$ cat config.mk
export PLATFORM = sky130hd
export DESIGN_NAME = mcreg_top
export DESIGN_NICKNAME = d
export VERILOG_FILES = /design/src/design/mcreg_pkg.sv /design/src/design/mcreg_top.sv
export SDC_FILE = /design/constraint.sdc
export NUM_CORES = 1
export LEC_CHECK = 0
export BUFFER_PORTS_ARGS = -buffer_cell sky130_fd_sc_hd__buf_2
export CAP_MARGIN = 20
export CORE_UTILIZATION = 65
export DETAILED_ROUTE_END_ITERATION = 12
export HOLD_SLACK_MARGIN = 0.15
export PLACE_DENSITY = 0.83
export SLEW_MARGIN = 20
export SYNTH_ARGS = -nofsm -noshare
export SYNTH_HDL_FRONTEND = slang
export SYNTH_SLANG_ARGS = --single-unit
export TNS_END_PERCENT = 20
$ cat constraint.sdc
create_clock -name ref_clk_i -period 13.9 [get_ports ref_clk_i]
set_clock_uncertainty 0.2 [all_clocks]
set_input_delay 2.78 -clock ref_clk_i [delete_from_list [all_inputs] [get_ports ref_clk_i]]
set_output_delay 2.78 -clock ref_clk_i [all_outputs]
set_load 0.1 [all_outputs]
$ cat src/design/mcreg_pkg.sv
// Package with the register map, field layout and link framing constants of the modem codec bank
package mcreg_pkg;

    // ==========================================================================
    // Register offsets (7-bit codec register index)
    // ==========================================================================
    localparam logic [6:0] OFS_MODEM_IDENTIFICATION      = 7'h3C;
    localparam logic [6:0] OFS_MODEM_POWER_AND_READINESS = 7'h3E;
    localparam logic [6:0] OFS_LINE1_SAMPLE_RATE         = 7'h40;
    localparam logic [6:0] OFS_LINE2_SAMPLE_RATE         = 7'h42;
    localparam logic [6:0] OFS_LINE1_GAIN_AND_MUTE       = 7'h46;
    localparam logic [6:0] OFS_LINE2_GAIN_AND_MUTE       = 7'h48;
    localparam logic [6:0] OFS_VIRTUAL_PIN_DIRECTION     = 7'h4C;
    localparam logic [6:0] OFS_VIRTUAL_PIN_POLARITY      = 7'h4E;
    localparam logic [6:0] OFS_VIRTUAL_PIN_LATCHING      = 7'h50;
    localparam logic [6:0] OFS_VIRTUAL_PIN_WAKE_MASK     = 7'h52;
    localparam logic [6:0] OFS_VIRTUAL_PIN_STATE         = 7'h54;
    localparam logic [6:0] OFS_LINK_POWER_AND_MISC       = 7'h56;
    localparam logic [6:0] OFS_CHIP_REVISION             = 7'h5A;
    localparam logic [6:0] OFS_LINE_SIDE_CONFIG_ONE      = 7'h5C;
    localparam logic [6:0] OFS_LINE_SIDE_STATE           = 7'h5E;
    localparam logic [6:0] OFS_LINE_SIDE_CONFIG_TWO      = 7'h62;
    localparam logic [6:0] OFS_LINE_SIDE_CONFIG_THREE    = 7'h64;
    localparam logic [6:0] OFS_MAKER_CODE_LOW            = 7'h7C;
    localparam logic [6:0] OFS_MAKER_CODE_HIGH           = 7'h7E;

    // ==========================================================================
    // Field positions and values
    // ==========================================================================
    localparam int unsigned POS_ROLE_LSB      = 14;
    localparam int unsigned POS_PD_LSB        = 8;
    localparam logic [1:0]  ROLE_PRIMARY      = 2'h0;
    localparam logic [1:0]  ROLE_FIRST_LINE   = 2'h1;
    localparam logic [1:0]  ROLE_SECOND_LINE  = 2'h2;
    localparam logic [1:0]  ROLE_FACTORY_TEST = 2'h3;
    localparam logic [3:0]  SLOT_FIRST_LINE   = 4'h5;
    localparam logic [3:0]  SLOT_SECOND_LINE  = 4'hA;
    localparam logic [1:0]  STAT_TOP_BITS     = 2'h3;
    localparam logic [5:0]  RST_PD            = 6'h3F;
    localparam logic [15:0] RST_STATUS_WORD   = 16'hFF00;

    // ==========================================================================
    // Frame layout: slot 0 is 16 bits, slots 1 and 2 are 20 bits each
    // ==========================================================================
    localparam int unsigned HEAD_BITS   = 56;
    localparam logic [5:0]  HEAD_LAST   = 6'h37;
    localparam int unsigned TAG_FRAME   = 15;
    localparam int unsigned TAG_ADDR    = 14;
    localparam int unsigned TAG_DATA    = 13;
    localparam logic [1:0]  STRAP_WAIT  = 2'h2;

    // Power-down controls, most significant first as in the status word
    typedef struct packed {
        logic pd_line2_transmit;
        logic pd_line2_receive;
        logic pd_line1_transmit;
        logic pd_line1_receive;
        logic pd_reserved_future;
        logic pd_pin_expander;
    } mcreg_pd_t;

    // One decoded register access from the link
    typedef struct packed {
        logic        valid;
        logic        write;
        logic [6:0]  addr;
        logic [15:0] data;
    } mcreg_cmd_t;

    // Link frame tracking states
    typedef enum logic [1:0] {
        ST_IDLE  = 2'b01,
        ST_FRAME = 2'b10
    } mcreg_state_t;

endpackage

$ cat src/design/mcreg_top.sv
// Modem codec identification and power/readiness register bank behind the serial codec link
`timescale 1ns/1ps
module mcreg_top (
    input  wire logic              ref_clk_i,
    input  wire logic              rst_i,
    input  wire logic              bit_clk_i,
    input  wire logic              sync_i,
    input  wire logic              sdata_out_i,
    input  wire logic              role_select_high_n_i,
    input  wire logic              role_select_low_n_i,
    input  wire logic              vref_nominal_i,
    output logic                   sdata_in_o,
    output mcreg_pkg::mcreg_pd_t   pd_ctrl_o,
    output logic                   line_side_pd_o,
    output logic [3:0]             line_data_slot_o
);
    import mcreg_pkg::*;

    // ==========================================================================
    // Input synchronisers
    // ==========================================================================
    logic [2:0]   bclk_s;
    logic [1:0]   sync_s;
    logic [1:0]   sdo_s;
    logic [1:0]   strap_s1;
    logic [1:0]   strap_s2;
    logic [1:0]   vref_s;

    // Pins come from another domain; the third bit clock stage only feeds edge detect
    always_ff @(posedge ref_clk_i or posedge rst_i) begin
        if (rst_i) begin
            bclk_s   <= 3'h0;
            sync_s   <= 2'h0;
            sdo_s    <= 2'h0;
            strap_s1 <= 2'h0;
            strap_s2 <= 2'h0;
            vref_s   <= 2'h0;
        end else begin
            bclk_s   <= {bclk_s[1:0], bit_clk_i};
            sync_s   <= {sync_s[0], sync_i};
            sdo_s    <= {sdo_s[0], sdata_out_i};
            strap_s1 <= {role_select_high_n_i, role_select_low_n_i};
            strap_s2 <= strap_s1;
            vref_s   <= {vref_s[0], vref_nominal_i};
        end
    end

    logic bclk_rise;
    logic bclk_fall;
    assign bclk_rise = bclk_s[1] & ~bclk_s[2];
    assign bclk_fall = ~bclk_s[1] & bclk_s[2];

    // ==========================================================================
    // Strap capture
    // ==========================================================================
    logic [1:0]   role_r;
    logic [1:0]   strap_cnt_r;
    logic         role_taken_r;

    // Straps are caught after release, once the synchroniser holds a settled value
    always_ff @(posedge ref_clk_i or posedge rst_i) begin
        if (rst_i) begin
            role_r       <= ROLE_PRIMARY;
            strap_cnt_r  <= 2'h0;
            role_taken_r <= 1'b0;
        end else if (!role_taken_r) begin
            if (strap_cnt_r == STRAP_WAIT) begin
                role_r       <= ~strap_s2;
                role_taken_r <= 1'b1;
            end else begin
                strap_cnt_r <= strap_cnt_r + 2'h1;
            end
        end
    end

    // Role decode: only 01 and 10 answer as secondary
    logic role_secondary;
    assign role_secondary = (role_r == ROLE_FIRST_LINE) || (role_r == ROLE_SECOND_LINE);

    // ==========================================================================
    // Register words
    // ==========================================================================
    mcreg_pd_t    pd_r;
    logic [5:0]   ready_r;
    logic [15:0]  id_word;
    logic [15:0]  stat_word;

    assign id_word = {role_r, 12'h000,
                      role_r == ROLE_SECOND_LINE,
                      role_r == ROLE_FIRST_LINE};
    assign stat_word = {STAT_TOP_BITS, pd_r, 2'h0, ready_r};

    // Read mux; everything outside the two words answers zero
    function automatic logic [15:0] read_word(input logic [6:0] addr);
        logic [15:0] w;
        w = 16'h0000;
        case (addr)
            OFS_MODEM_IDENTIFICATION:      w = id_word;
            OFS_MODEM_POWER_AND_READINESS: w = stat_word;
            default:                       w = 16'h0000;
        endcase
        return w;
    endfunction

    // ==========================================================================
    // Link frame receiver
    // ==========================================================================
    mcreg_state_t state_r;
    logic         sync_prev_r;
    logic [5:0]   rx_cnt_r;
    logic [55:0]  rx_sr_r;
    logic         frame_start;
    logic [55:0]  rx_full;

    assign frame_start = bclk_rise & sync_s[1] & ~sync_prev_r;
    assign rx_full     = {rx_sr_r[54:0], sdo_s[1]};

    // Frame begins on a rising sync seen at a bit clock rising edge
    always_ff @(posedge ref_clk_i or posedge rst_i) begin
        if (rst_i) begin
            state_r     <= ST_IDLE;
            sync_prev_r <= 1'b0;
            rx_cnt_r    <= 6'h00;
            rx_sr_r     <= 56'h0;
        end else begin
            if (bclk_rise) begin
                sync_prev_r <= sync_s[1];
            end
            case (state_r)
                ST_IDLE: begin
                    if (frame_start) begin
                        state_r  <= ST_FRAME;
                        rx_cnt_r <= 6'h00;
                    end
                end
                ST_FRAME: begin
                    // Data is sampled on falling bit clock edges
                    if (bclk_fall) begin
                        rx_sr_r  <= rx_full;
                        rx_cnt_r <= rx_cnt_r + 6'h01;
                        if (rx_cnt_r == HEAD_LAST) begin
                            state_r <= ST_IDLE;
                        end
                    end
                end
                default: state_r <= ST_IDLE;
            endcase
        end
    end

    // ==========================================================================
    // Command decode
    // ==========================================================================
    mcreg_cmd_t   cmd_r;
    logic [15:0]  tag;
    logic         addr_ok;

    assign tag = rx_full[55:40];
    // Secondary ignores tag bits 14/13 and relies on the codec id instead
    assign addr_ok = tag[TAG_FRAME] &&
                     (role_secondary ? (tag[1:0] == role_r)
                                     : (tag[TAG_ADDR] && tag[1:0] == ROLE_PRIMARY));

    // One-cycle command pulse when slots 0 to 2 have arrived
    always_ff @(posedge ref_clk_i or posedge rst_i) begin
        if (rst_i) begin
            cmd_r <= '0;
        end else begin
            cmd_r.valid <= (state_r == ST_FRAME) && bclk_fall &&
                           (rx_cnt_r == HEAD_LAST) && addr_ok;
            cmd_r.write <= ~rx_full[39] & (role_secondary | tag[TAG_DATA]);
            cmd_r.addr  <= rx_full[38:32];
            cmd_r.data  <= rx_full[19:4];
        end
    end

    // ==========================================================================
    // Power-down controls and readiness
    // ==========================================================================
    // Only cold reset and a power/readiness register write touch these; link sleep leaves them as they are
    always_ff @(posedge ref_clk_i or posedge rst_i) begin
        if (rst_i) begin
            pd_r <= RST_PD;
        end else if (cmd_r.valid && cmd_r.write &&
                     cmd_r.addr == OFS_MODEM_POWER_AND_READINESS) begin
            pd_r <= cmd_r.data[POS_PD_LSB +: 6];
        end
    end

    // Converter ready needs its power-down clear and the reference up
    genvar gi;
    generate
        for (gi = 2; gi < 6; gi++) begin : g_conv_ready
            always_ff @(posedge ref_clk_i or posedge rst_i) begin
                if (rst_i) begin
                    ready_r[gi] <= 1'b0;
                end else begin
                    ready_r[gi] <= ~pd_r[gi] & vref_s[1];
                end
            end
        end
    endgenerate

    // Reference and pin logic readiness; reserved pd bit 1 feeds no ready flag
    always_ff @(posedge ref_clk_i or posedge rst_i) begin
        if (rst_i) begin
            ready_r[1:0] <= 2'h0;
        end else begin
            ready_r[1] <= vref_s[1];
            ready_r[0] <= ~pd_r.pd_pin_expander;
        end
    end

    // Converter enables follow the register one cycle later
    always_ff @(posedge ref_clk_i or posedge rst_i) begin
        if (rst_i) begin
            pd_ctrl_o      <= RST_PD;
            line_side_pd_o <= 1'b1;
            line_data_slot_o <= 4'h0;
        end else begin
            pd_ctrl_o      <= pd_r;
            line_side_pd_o <= &pd_r;
            case (role_r)
                ROLE_FIRST_LINE:  line_data_slot_o <= SLOT_FIRST_LINE;
                ROLE_SECOND_LINE: line_data_slot_o <= SLOT_SECOND_LINE;
                default:          line_data_slot_o <= 4'h0;
            endcase
        end
    end

    // ==========================================================================
    // Read response and transmitter
    // ==========================================================================
    logic         resp_pend_r;
    logic [6:0]   resp_addr_r;
    logic [15:0]  resp_data_r;
    logic [55:0]  tx_sr_r;
    logic [55:0]  tx_load;

    // Status frame: ready, valid address, valid data, then slots 1 and 2
    assign tx_load = {1'b1, resp_pend_r, resp_pend_r, 13'h0000,
                      1'b0, resp_addr_r, 12'h000,
                      resp_data_r, 4'h0};

    // A read is answered in the next frame; a new read overrides an unsent one
    always_ff @(posedge ref_clk_i or posedge rst_i) begin
        if (rst_i) begin
            resp_pend_r <= 1'b0;
            resp_addr_r <= 7'h00;
            resp_data_r <= 16'h0000;
        end else if (cmd_r.valid && !cmd_r.write) begin
            resp_pend_r <= 1'b1;
            resp_addr_r <= cmd_r.addr;
            resp_data_r <= read_word(cmd_r.addr);
        end else if (frame_start) begin
            resp_pend_r <= 1'b0;
        end
    end

    // Shift out on rising bit clock edges, MSB first
    always_ff @(posedge ref_clk_i or posedge rst_i) begin
        if (rst_i) begin
            tx_sr_r    <= 56'h0;
            sdata_in_o <= 1'b0;
        end else if (frame_start) begin
            sdata_in_o <= tx_load[55];
            tx_sr_r    <= {tx_load[54:0], 1'b0};
        end else if (bclk_rise) begin
            sdata_in_o <= tx_sr_r[55];
            tx_sr_r    <= {tx_sr_r[54:0], 1'b0};
        end
    end

    // ==========================================================================
    // Assertions
    // ==========================================================================
    property p_unmapped_zero;
        @(posedge ref_clk_i) disable iff (rst_i)
        (cmd_r.valid && !cmd_r.write && cmd_r.addr != OFS_MODEM_IDENTIFICATION &&
         cmd_r.addr != OFS_MODEM_POWER_AND_READINESS) |=> (resp_data_r == 16'h0000);
    endproperty
    a_unmapped_zero: assert property (p_unmapped_zero)
        else $error("unmapped read did not return zero");

    property p_strap_role;
        @(posedge ref_clk_i) disable iff (rst_i)
        $rose(role_taken_r) |-> (role_r == ~$past(strap_s2));
    endproperty
    a_strap_role: assert property (p_strap_role)
        else $error("role field does not match straps");

    property p_second_line;
        @(posedge ref_clk_i) disable iff (rst_i)
        (role_r == 2'h2 && $past(role_r) == 2'h2) |-> (id_word[1:0] == 2'h2 &&
                                                        line_data_slot_o == 4'hA);
    endproperty
    a_second_line: assert property (p_second_line)
        else $error("second line flag or slot wrong");

    property p_first_line;
        @(posedge ref_clk_i) disable iff (rst_i)
        (role_r == 2'h1 && $past(role_r) == 2'h1) |-> (id_word[1:0] == 2'h1 &&
                                                        line_data_slot_o == 4'h5);
    endproperty
    a_first_line: assert property (p_first_line)
        else $error("first line flag or slot wrong");

    property p_reset_word;
        @(posedge ref_clk_i) disable iff (rst_i)
        $fell(rst_i) |-> (stat_word == RST_STATUS_WORD);
    endproperty
    a_reset_word: assert property (p_reset_word)
        else $error("status word not 0xFF00 after reset");

    property p_pd_write;
        @(posedge ref_clk_i) disable iff (rst_i)
        (cmd_r.valid && cmd_r.write && cmd_r.addr == OFS_MODEM_POWER_AND_READINESS) |=>
            (stat_word[13:8] == $past(cmd_r.data[13:8]) && stat_word[15:14] == 2'h3);
    endproperty
    a_pd_write: assert property (p_pd_write)
        else $error("power-down write not taken");

    property p_line_side_off;
        @(posedge ref_clk_i) disable iff (rst_i)
        (&pd_r) |=> line_side_pd_o;
    endproperty
    a_line_side_off: assert property (p_line_side_off)
        else $error("line side not powered down");

    // Any cleared control must wake the line side again
    property p_line_side_on;
        @(posedge ref_clk_i) disable iff (rst_i)
        !(&pd_r) |=> !line_side_pd_o;
    endproperty
    a_line_side_on: assert property (p_line_side_on)
        else $error("line side held down with a control cleared");

    property p_ready_low_in_pd;
        @(posedge ref_clk_i) disable iff (rst_i)
        (pd_r[5:2] != 4'h0) |=> ((stat_word[5:2] & $past(pd_r[5:2])) == 4'h0);
    endproperty
    a_ready_low_in_pd: assert property (p_ready_low_in_pd)
        else $error("ready flag high while powered down");

    property p_reserved_bits;
        @(posedge ref_clk_i) disable iff (rst_i)
        cmd_r.valid |-> (id_word[13:2] == 12'h000 && stat_word[7:6] == 2'h0);
    endproperty
    a_reserved_bits: assert property (p_reserved_bits)
        else $error("reserved bits not zero");

    property p_read_reply;
        @(posedge ref_clk_i) disable iff (rst_i)
        (frame_start && resp_pend_r) |=> (sdata_in_o && tx_sr_r[55:54] == 2'h3);
    endproperty
    a_read_reply: assert property (p_read_reply)
        else $error("read reply tags missing");

endmodule

==> qor.yml, run 1 <==
yosys:
  synth_nets: 744
  syn_inst: 730
  synthArstFlopShare_pct: 100.0
  synthFlopType: "dfrtp_1"
  synth_cell_type_count: 41
  synth-edff-count: 0
  avgSynthCellArea_um2: 10.05
  syn_area_mm2: 0.007333
  yosysWarningCount: 0
  synth.ff_latch_count: 192
  yosysSeqAreaShare_pct: 65.76
sta:
  max_freq_ghz: 0.2300
  min_period_ns: 4.348
  slew_viol_final: 0
  worst_slew_pin_slew_ns: 1.009
  final.setup.tns_ns: 0
  setup_ws_ns: 9.552
  slew_headroom_pct: 32.77
  setup_viol: 0
  finalCritPeriodShare_pct: 31.28
  hold_viol: 0
  rsz0062_at_grt: "false"
power:
  peakVddDrop_uv: 115.9
  cellLeakagePower_nw: 4.011
  p_per_area_mw_per_mm2: 142.5
cts:
  clock_latency_ns: 0.43
  h-tree-depth: 4
  post_cts_resize_count: 0
  cts_buffers: 17
  cts_buffer_depth: 2
  cts_tree: "built"
  clock-sinks: 192
  cts_root_buf: "clkbuf_16"
  post_cts_buffers: 0
  cts_hold_buffers: 0
  clk_pin_slew_ns: 0.07
floorplan:
  die_width_um: 108.2
  coreArea_mm2: 0.01094
  fp-row-count: 38
  initial_core_util_pct: 67.06
  fp.dieH_um: 108.2
  die-area_mm2: 0.01171
  ioPinCount: 20
worst_setup_path:
  cp_top_family: "flip-flops"
  cp_num_buf_inv: 1
  cp_slowest_stage_delay_ns: 0.52
  rrSetupSlack_ns: 11.93
  worst-setup-path-type: "reg2out"
  path_cells: "buf_2"
  worst_ep_arrival_time_ns: 1.37
  cpMaxStageDelayCell: "dfstp_2"
  cp-start-kind: "flop"
  end_kind: "output pin"
  cp_max_fo: 1
  cp.required_ns: 10.92
hold_path:
  hp-class: "reg2reg"
global_route:
  antenna_found_initial: 0
  grt_usage_pct: 25.15
  grt_pass1_vias: 4812
  overflow: 0
  grt_max_degree: 120
  grt_first_pass_wirelength_mm: 22.12
placed_design:
  gp_congestion: 0.7656
  placed_cell_area_mm2: 0.007467
  numPortBuffers: 19
  hpwl_mm: 7.707
  dp.cells: 850
  place_ws_ns: 9.111
layout:
  n_fill_cell: 709
  utilization_pct: 73.83
  num_antenna_cells: 0
  final_area_mm2: 0.008074
  synthToLayoutAreaGrowth_pct: 10.10
  stdcell_count: 882
  layout-drive-gt1-share_pct: 11.59
  nets: 743
drt:
  vias: 4844
  wirelength_mm: 12.91
  viasPerCell: 5.492
  drt_iter0_drc: 351
  firstDrtPassIters: 5
  wl_per_cell_um: 14.63
  ant_nets: 0
  drc: 0
job:
  cap_violations: 0
outcome:
  status: "completed"
layer usage:
metal | up-vias | track usage [%] | share of wire, %
li1 | 2346 | - | -
met1 | 2378 | 30.32 | 43
met2 | 96 | 42.90 | 51
met3 | 24 | 6.389 | 3.3
met4 | 0 | 11.06 | 2.2
met5 | - | 0 | 0
cell usage in the layout (no fill, tap or decap), drive strengths merged, types with 2 or more instances in the layout:
cell       n
mux2       6
nand4bb    2
nand3      4
nand2b     6
xor2       2
nor2b      7
o21ai     19
buf       24
bufinv     2
dfrtp    178
clkbuf    17
nand4      2
a211oi     2
a31oi     22
a21oi     31
inv       15
mux2i      4
dfstp     14
nor3       3
and3       2
nand2    321
o211ai     2
o31ai      5
nor2      27
clkinv     3
ha         6
report_power, final:
part	internal, W	switching (W)	total, W
logic	0.0000189	0.0000430	0.0000619
clock network	0.000271	0.000217	0.000488
registers	0.000585	0.0000161	0.000601
total	0.000874	0.000276	0.00115
Yosys cell counts, types with 3 or more instances:
master	n	share of area, %
dfrtp_1	178	61
o21ai_0	19	1.3
a21oi_1	31	2.1
buf_2	21	1.4
mux2_2	6	0.92
nor2b_1	7	0.60
nand2_1	321	16
a31oi_1	22	1.9
dfstp_2	14	5.0
clkbuf_1	20	1.0
inv_1	6	0.31
nand2b_1	6	0.51
mux2i_1	4	0.55
nor2_1	27	1.4
o31ai_1	5	0.51
nor3_1	3	0.20
ha_1	6	1.0
nand3_1	4	0.27
cell families after synthesis:
family / after synthesis / synth area share, %
muxes: 10 / 1.467
AOI/OAI and AO/OA: 86 / 6.791
adders and majority gates: 6 / 1.024
xor gates and xnor gates: 3 / 0.3584
and+or+nand+nor: 383 / 21.48
DFF: 192 / 65.76
buffers and inverters: 50 / 3.122
metrics by stage:
step                       power, W  hold slack [ns]
after floorplan           0.0006568           0.1312
after global placement    0.0006679           0.1336
after detailed placement  0.0006728           0.1379
after CTS                  0.001159           0.1536
after global routing       0.001194           0.1715
final                      0.001150           0.1525
flip-flops by register name (all words and copies together), names as in the netlist, 6 cells and up:
| register | cells |
|---|---|
| rx_sr_r | 55 |
| pd_r | 6 |
| pd_ctrl_o | 6 |
| resp_data_r | 14 |
| ready_r | 6 |
| tx_sr_r | 51 |
| resp_addr_r | 7 |
| cmd_r | 15 |
| rx_cnt_r | 6 |
layout make-up:
class / instances / area (um2) / area share [%]
Sequential cell: 192 / 4822 / 59.72
Clock inverter: 15 / 170.2 / 2.108
Inverter: 6 / 30.03 / 0.3719
Clock buffer: 17 / 425.4 / 5.269
Tap cell: 140 / 175.2 / 2.170
Multi-Input combinational cell: 488 / 2318 / 28.72
Timing Repair Buffer: 24 / 132.6 / 1.643
final timing paths:
kind	from	to	cells after the start
max	pd_ctrl_o[5]	pd_ctrl_o[5]	1
min	sdo_s[0]	sdo_s[1]	0
max reg2reg	bclk_s[1]	rx_cnt_r[4]	4
min reg2reg	sdo_s[0]	sdo_s[1]	0
max in group asynchronous	rst_i	rx_sr_r[22]	3
min in group asynchronous	rst_i	tx_sr_r[10]	2
Note: power is estimated with default switching activity, not from simulation.
==> run 2: changes to the inputs <==
CORE_UTILIZATION = 61   (was 65)
PLACE_DENSITY = 0.78   (was 0.83)
clock period = 4.1 ns   (was 13.9 ns; I/O delays follow)
==> run 2 against run 1 <==
  * Register-to-register slack got worse by 9.8 ns
  * Count of clock-buffer cells in the layout grew 4
  * Sequential share of layout area down 0.40 points
  * Flip-flop and latch count stayed put
  * Routed wire length down 2.3%
  * Non-clock buffer count rose by 4
  * Total power rose to 3.4 times the previous value
  * Clock power increased to 3.4 times the previous value
  * Combinational power rose to 3.4 times the previous value
==> qor.yml, run 2 (synthesis results as in run 1) <==
floorplan:
  initial_core_util_pct: 63.41
  die-area_mm2: 0.01246
  fp-row-count: 39
  fp.dieH_um: 111.6
  ioPinCount: 20
  coreArea_mm2: 0.01156
  die_width_um: 111.6
cts:
  clk_pin_slew_ns: 0.07
  clock_latency_ns: 0.43
  clock-sinks: 192
  h-tree-depth: 4
  post_cts_resize_count: 0
  cts_buffer_depth: 2
  cts_hold_buffers: 0
  cts_root_buf: "clkbuf_16"
  cts_tree: "built"
  post_cts_buffers: 0
  cts_buffers: 17
layout:
  largest_register: "rx_sr_r"
  nets: 747
  layout-drive-gt1-share_pct: 11.66
  num_antenna_cells: 0
  multiInputGateArea_mm2: 0.002313
  final_cell_mix: "nand2_1 (321), dfrtp_1 (178), a21oi_1 (31)"
  final_common_cell: "nand2_1"
  reg_top3: "rx_sr_r: 55 flops, tx_sr_r: 51 flops, cmd_r: 15 flops"
  synthToLayoutAreaGrowth_pct: 10.85
  utilization_pct: 70.29
  seq_area_mm2: 0.004822
  n_fill_cell: 791
  largest_reg_flops: 55
global_route:
  overflow: 0
  grt_first_pass_wirelength_mm: 22.07
  grt_pass1_vias: 4750
  antenna_found_initial: 0
  grt_usage_pct: 22.75
  grt_max_degree: 95
job:
  cap_violations: 0
worst_setup_path:
  crit_start: "line_side_pd_o"
  reg2reg_from: "bclk_s[2]"
  cp_slowest_stage_delay_ns: 0.54
  cp_top_family: "flip-flops"
  cp_num_buf_inv: 1
  rr_worst_depth: 3
  end_kind: "output pin"
  worst-setup-path-type: "reg2out"
  path_cells: "buf_2"
  crit_cells: 1
  cp_max_fo: 1
  cp.required_ns: 3.08
  worst_ep_arrival_time_ns: 1.38
  cpMaxStageDelayCell: "dfstp_2"
  cp-start-kind: "flop"
drt:
  viasPerCell: 5.440
  wirelength_mm: 12.61
  ant_nets: 0
  drc: 0
  wl_per_cell_um: 14.18
  drt_iter0_drc: 324
  vias: 4836
  firstDrtPassIters: 5
hold_path:
  hold_depth: 0
  min-delay-start: "strap_s1[1]"
  hp-class: "reg2reg"
power:
  cellLeakagePower_nw: 4.033
  p_per_area_mw_per_mm2: 478.3
  peakVddDrop_uv: 395.6
sta:
  worst_slew_pin_slew_ns: 1.069
  min_period_ns: 2.405
  final.setup.tns_ns: 0
  slew_viol_final: 0
  rsz0062_at_grt: "false"
  finalCritPeriodShare_pct: 58.66
  max_freq_ghz: 0.4158
  slew_headroom_pct: 28.59
  setup_viol: 0
  hold_viol: 0
placed_design:
  hpwl_mm: 7.692
  numPortBuffers: 19
  gp_congestion: 0.7786
outcome:
  status: "completed"
-- run 2: final cells by class --
cell class / count / share of cell area, %
Clock buffer: 21 / 5.787
Clock inverter: 11 / 1.601
Inverter: 6 / 0.3232
Multi-Input combinational cell: 488 / 28.46
Sequential cell: 192 / 59.32
Tap cell: 143 / 2.201
Timing Repair Buffer: 28 / 2.309
-- run 2: worst paths after layout --
path | slack [ns] | to
worst max-delay path | 1.70 | line_side_pd_o
worst min-delay path | 0.15 | strap_s2[1]
worst max register to register | 2.15 | rx_cnt_r[5]
worst min register to register | 0.15 | strap_s2[1]
max in group asynchronous | 2.47 | pd_r[0]
min in group asynchronous | 0.31 | sync_s[1]
-- run 2: report_power, final --
part	switching [W]	internal, W
logic	0.000143	0.0000691
registers	0.0000539	0.00198
clock network	0.000687	0.000952
-- run 2: metrics by stage --
stage                     hold WS [ns]  instance area [um2]  worst slack, ns  total power (W)  instances
after CTS                       0.1500                 8105            1.679         0.003923        888
after global routing            0.1646                 8129            1.660         0.004032        889
after global placement          0.1348                 7505            1.890         0.002271        856
after floorplan                 0.1312                 7337           0.6150         0.002227        730
after detailed placement        0.1347                 7505            1.818         0.002284        856
final                           0.1495                 8129            1.695         0.003888        889
-- run 2: metal layers --
| metal | share of wire, % | vias up | routed length [um] | global-route usage, % |
|---|---|---|---|---|
| met5 | 0 | - | 0 | 0 |
| met4 | 1.2 | 0 | 157 | 8.198 |
| met3 | 3.3 | 14 | 414 | 6.206 |
| met2 | 50 | 70 | 6325 | 37.27 |
| met1 | 45 | 2406 | 5710 | 29.38 |
| li1 | - | 2346 | - | - |
==> run 3: changes to the inputs <==
ABC_AREA = 1   (was unset)
CORE_UTILIZATION = 62   (was 61)
PLACE_DENSITY = 0.79   (was 0.78)
clock period = 2.5 ns   (was 4.1 ns; I/O delays follow)
==> run 3 against run 2 <==
  * Non-clock buffer count up 11
  * Combinational power rose by 92%
  * Count of clock-buffer cells in the layout fell by 2
  * First-iteration DRC count rose by 4.6%
  * Critical path type unchanged
  * Via count grew 5.8%
  * Design area up 2.9%
  * Total power is 59% higher
  * Final cell count grew 9.9%
  * Core utilization fell by 0.67 points
  * Worst hold slack improved by 0.0012 ns
  * Flip-flop and latch count stayed put
==> qor.yml, run 3 <==
sta:
  min_period_ns: 2.057
  hold_viol: 0
  worst_slew_pin_slew_ns: 0.5413
  setup_viol: 0
  max_freq_ghz: 0.4861
  slew_viol_final: 0
  setup_ws_ns: 0.4429
  hold_ws_ns: 0.1506
  rsz0062_at_grt: "false"
  slew_headroom_pct: 63.92
  finalCritPeriodShare_pct: 82.28
  final.setup.tns_ns: 0
power:
  finalPower_w: 0.006192
  peakVddDrop_uv: 549.0
  cellLeakagePower_nw: 4.004
  p_sw_w: 0.001494
  p_int_w: 0.004698
  swShare_pct: 24.13
  comb_power_share_pct: 6.6
  p_per_area_mw_per_mm2: 740.4
  clkPwrFrac_pct: 39.1
  seq_power_share_pct: 54.3
global_route:
  grt_first_pass_wirelength_mm: 22.87
  grt_pass1_vias: 4972
  grt_max_degree: 60
  overflow: 0
  antenna_found_initial: 0
  grt_usage_pct: 23.01
yosys:
  synth_cell_type_count: 32
  synth_top_cells_by_count: "nand2_1 (262), dfrtp_1 (178), inv_1 (96), o21ai_1 (55), o21ai_0 (45)"
  synthFlopType: "dfrtp_1"
  synth-edff-count: 0
  synth_nets: 811
  synth_area_leaders: "dfrtp_1 (59%), nand2_1 (13%), dfstp_2 (4.8%), inv_1 (4.7%), o21ai_1 (3.6%)"
  synth_most_common_cell: "nand2_1"
  yosysWarningCount: 0
  synth_top_area_share_pct: 58.54
  synthArstFlopShare_pct: 100.0
  avgSynthCellArea_um2: 9.546
  yosysSeqAreaShare_pct: 63.38
  yosysTopAreaCell: "dfrtp_1"
  synth.ff_latch_count: 192
  syn_area_mm2: 0.007609
  syn_inst: 797
worst_setup_path:
  cp_top_family: "flip-flops"
  end_kind: "output pin"
  worst-setup-path-type: "reg2out"
  cp.required_ns: 1.80
  worst_ep_arrival_time_ns: 1.36
  crit_cells: 1
  cp_num_buf_inv: 1
  cp-endpoint: "pd_ctrl_o[3]"
  cp_slowest_stage_delay_ns: 0.51
  cp_max_fo: 1
  rrSetupSlack_ns: 0.68
  crit_start: "pd_ctrl_o[3]"
  path_cells: "buf_2"
  reg2reg_from: "bclk_s[2]"
  cpMaxStageDelayCell: "dfstp_2"
  rr_worst_depth: 7
  r2r-end: "tx_sr_r[37]"
  cp-start-kind: "flop"
drt:
  drt_iter0_drc: 339
  firstDrtPassIters: 7
  vias: 5117
  wl_per_cell_um: 13.18
  wirelength_mm: 12.88
  ant_nets: 0
  drc: 0
  viasPerCell: 5.237
layout:
  stdcell_count: 977
  n_fill_cell: 887
  largest_register: "rx_sr_r"
  multiInputGateArea_mm2: 0.002153
  synthToLayoutAreaGrowth_pct: 9.916
  final_common_cell: "nand2_1"
  largest_reg_flops: 55
  layout-drive-gt1-share_pct: 11.93
  nets: 831
  num_antenna_cells: 0
  final_cell_mix: "nand2_1 (262), dfrtp_1 (178), inv_1 (95)"
  reg_top3: "rx_sr_r: 55 flops, tx_sr_r: 51 flops, cmd_r: 15 flops"
  seq_area_mm2: 0.004822
placed_design:
  hpwl_mm: 7.864
  gp_congestion: 0.8593
  dp.cells: 938
  place_ws_ns: 0.7353
  numPortBuffers: 19
cts:
  cts_root_buf: "clkbuf_16"
  cts_hold_buffers: 7
  clock_latency_ns: 0.43
  clk_pin_slew_ns: 0.06
  cts_buffer_depth: 2
  cts_buffers: 17
  cts_tree: "built"
  clock-sinks: 192
  h-tree-depth: 4
  post_cts_resize_count: 0
  post_cts_buffers: 0
floorplan:
  coreArea_mm2: 0.01201
  die-area_mm2: 0.01272
  ioPinCount: 20
  fp-row-count: 40
  die_width_um: 112.8
  fp.dieH_um: 112.8
  initial_core_util_pct: 63.34
job:
  cap_violations: 0
outcome:
  status: "completed"
hold_path:
  hp-class: "reg2reg"
run 3: cell count changes in the layout (fill, tap and decap cells not counted), sizes merged, moves of 5 or more:
cell         change
inv             +93
nand2b           -6
a21oi           -26
dlygate4sd3      +7
o31ai            -5
nand4            +8
nand2           -55
nor2b            -7
mux2             -6
a31oi           -21
o21ai           +87
nand3           +37
run 3: cell families after synthesis:
kind of cell | Yosys count | synth area share (%)
simple gates | 343 | 18.76
flops | 192 | 63.38
buf+inv | 136 | 8.420
compound gates | 119 | 8.337
fa+ha+maj | 6 | 0.9867
xor+xnor | 1 | 0.1151
run 3: area by class of cell:
| class | instances | share of cell area (%) |
|---|---|---|
| clock inverter | 13 | 1.062 |
| timing repair buffer | 39 | 3.591 |
| inverter | 98 | 4.443 |
| multi-input combinational | 469 | 25.75 |
| clock buffer | 19 | 5.296 |
| sequential | 192 | 57.66 |
| tap | 147 | 2.199 |
run 3: how the worst min path moves through the flow:
stage / slack, ns / endpoint / from / depth (start not counted)
final: 0.15 / sync_s[1] / sync_s[0] / 0
after global routing: 0.17 / vref_s[1] / vref_s[0] / 0
after CTS: 0.16 / sync_s[1] / sync_s[0] / 0
after detailed placement: 0.14 / strap_s2[0] / strap_s1[0] / 0
after global placement: 0.14 / sdo_s[1] / sdo_s[0] / 0
after floorplan: 0.13 / bclk_s[1] / bclk_s[0] / 0
run 3: per-stage QoR:
stage,instance area (um2),utilization [%]
after floorplan,7612,-
after global placement,7761,64.61
after detailed placement,7761,64.61
after CTS,8363,69.63
after global routing,8363,69.63
final,8363,69.63
run 3: layer usage:
layer	global-route usage [%]	wire, um	up-vias
met3	6.106	410	17
met2	37.57	6496	80
met5	0	0	-
met1	30.18	5818	2496
met4	7.911	149	0
li1	-	-	2524
run 3: power groups by stage:
stage | Combinational, W | Sequential [W] | Clock, W
final | 0.000410 | 0.00336 | 0.00242
after global routing | 0.000475 | 0.00338 | 0.00258
after CTS | 0.000417 | 0.00336 | 0.00247
after detailed placement | 0.000403 | 0.00341 | 0
after global placement | 0.000384 | 0.00341 | 0
after floorplan | 0.000296 | 0.00343 | 0
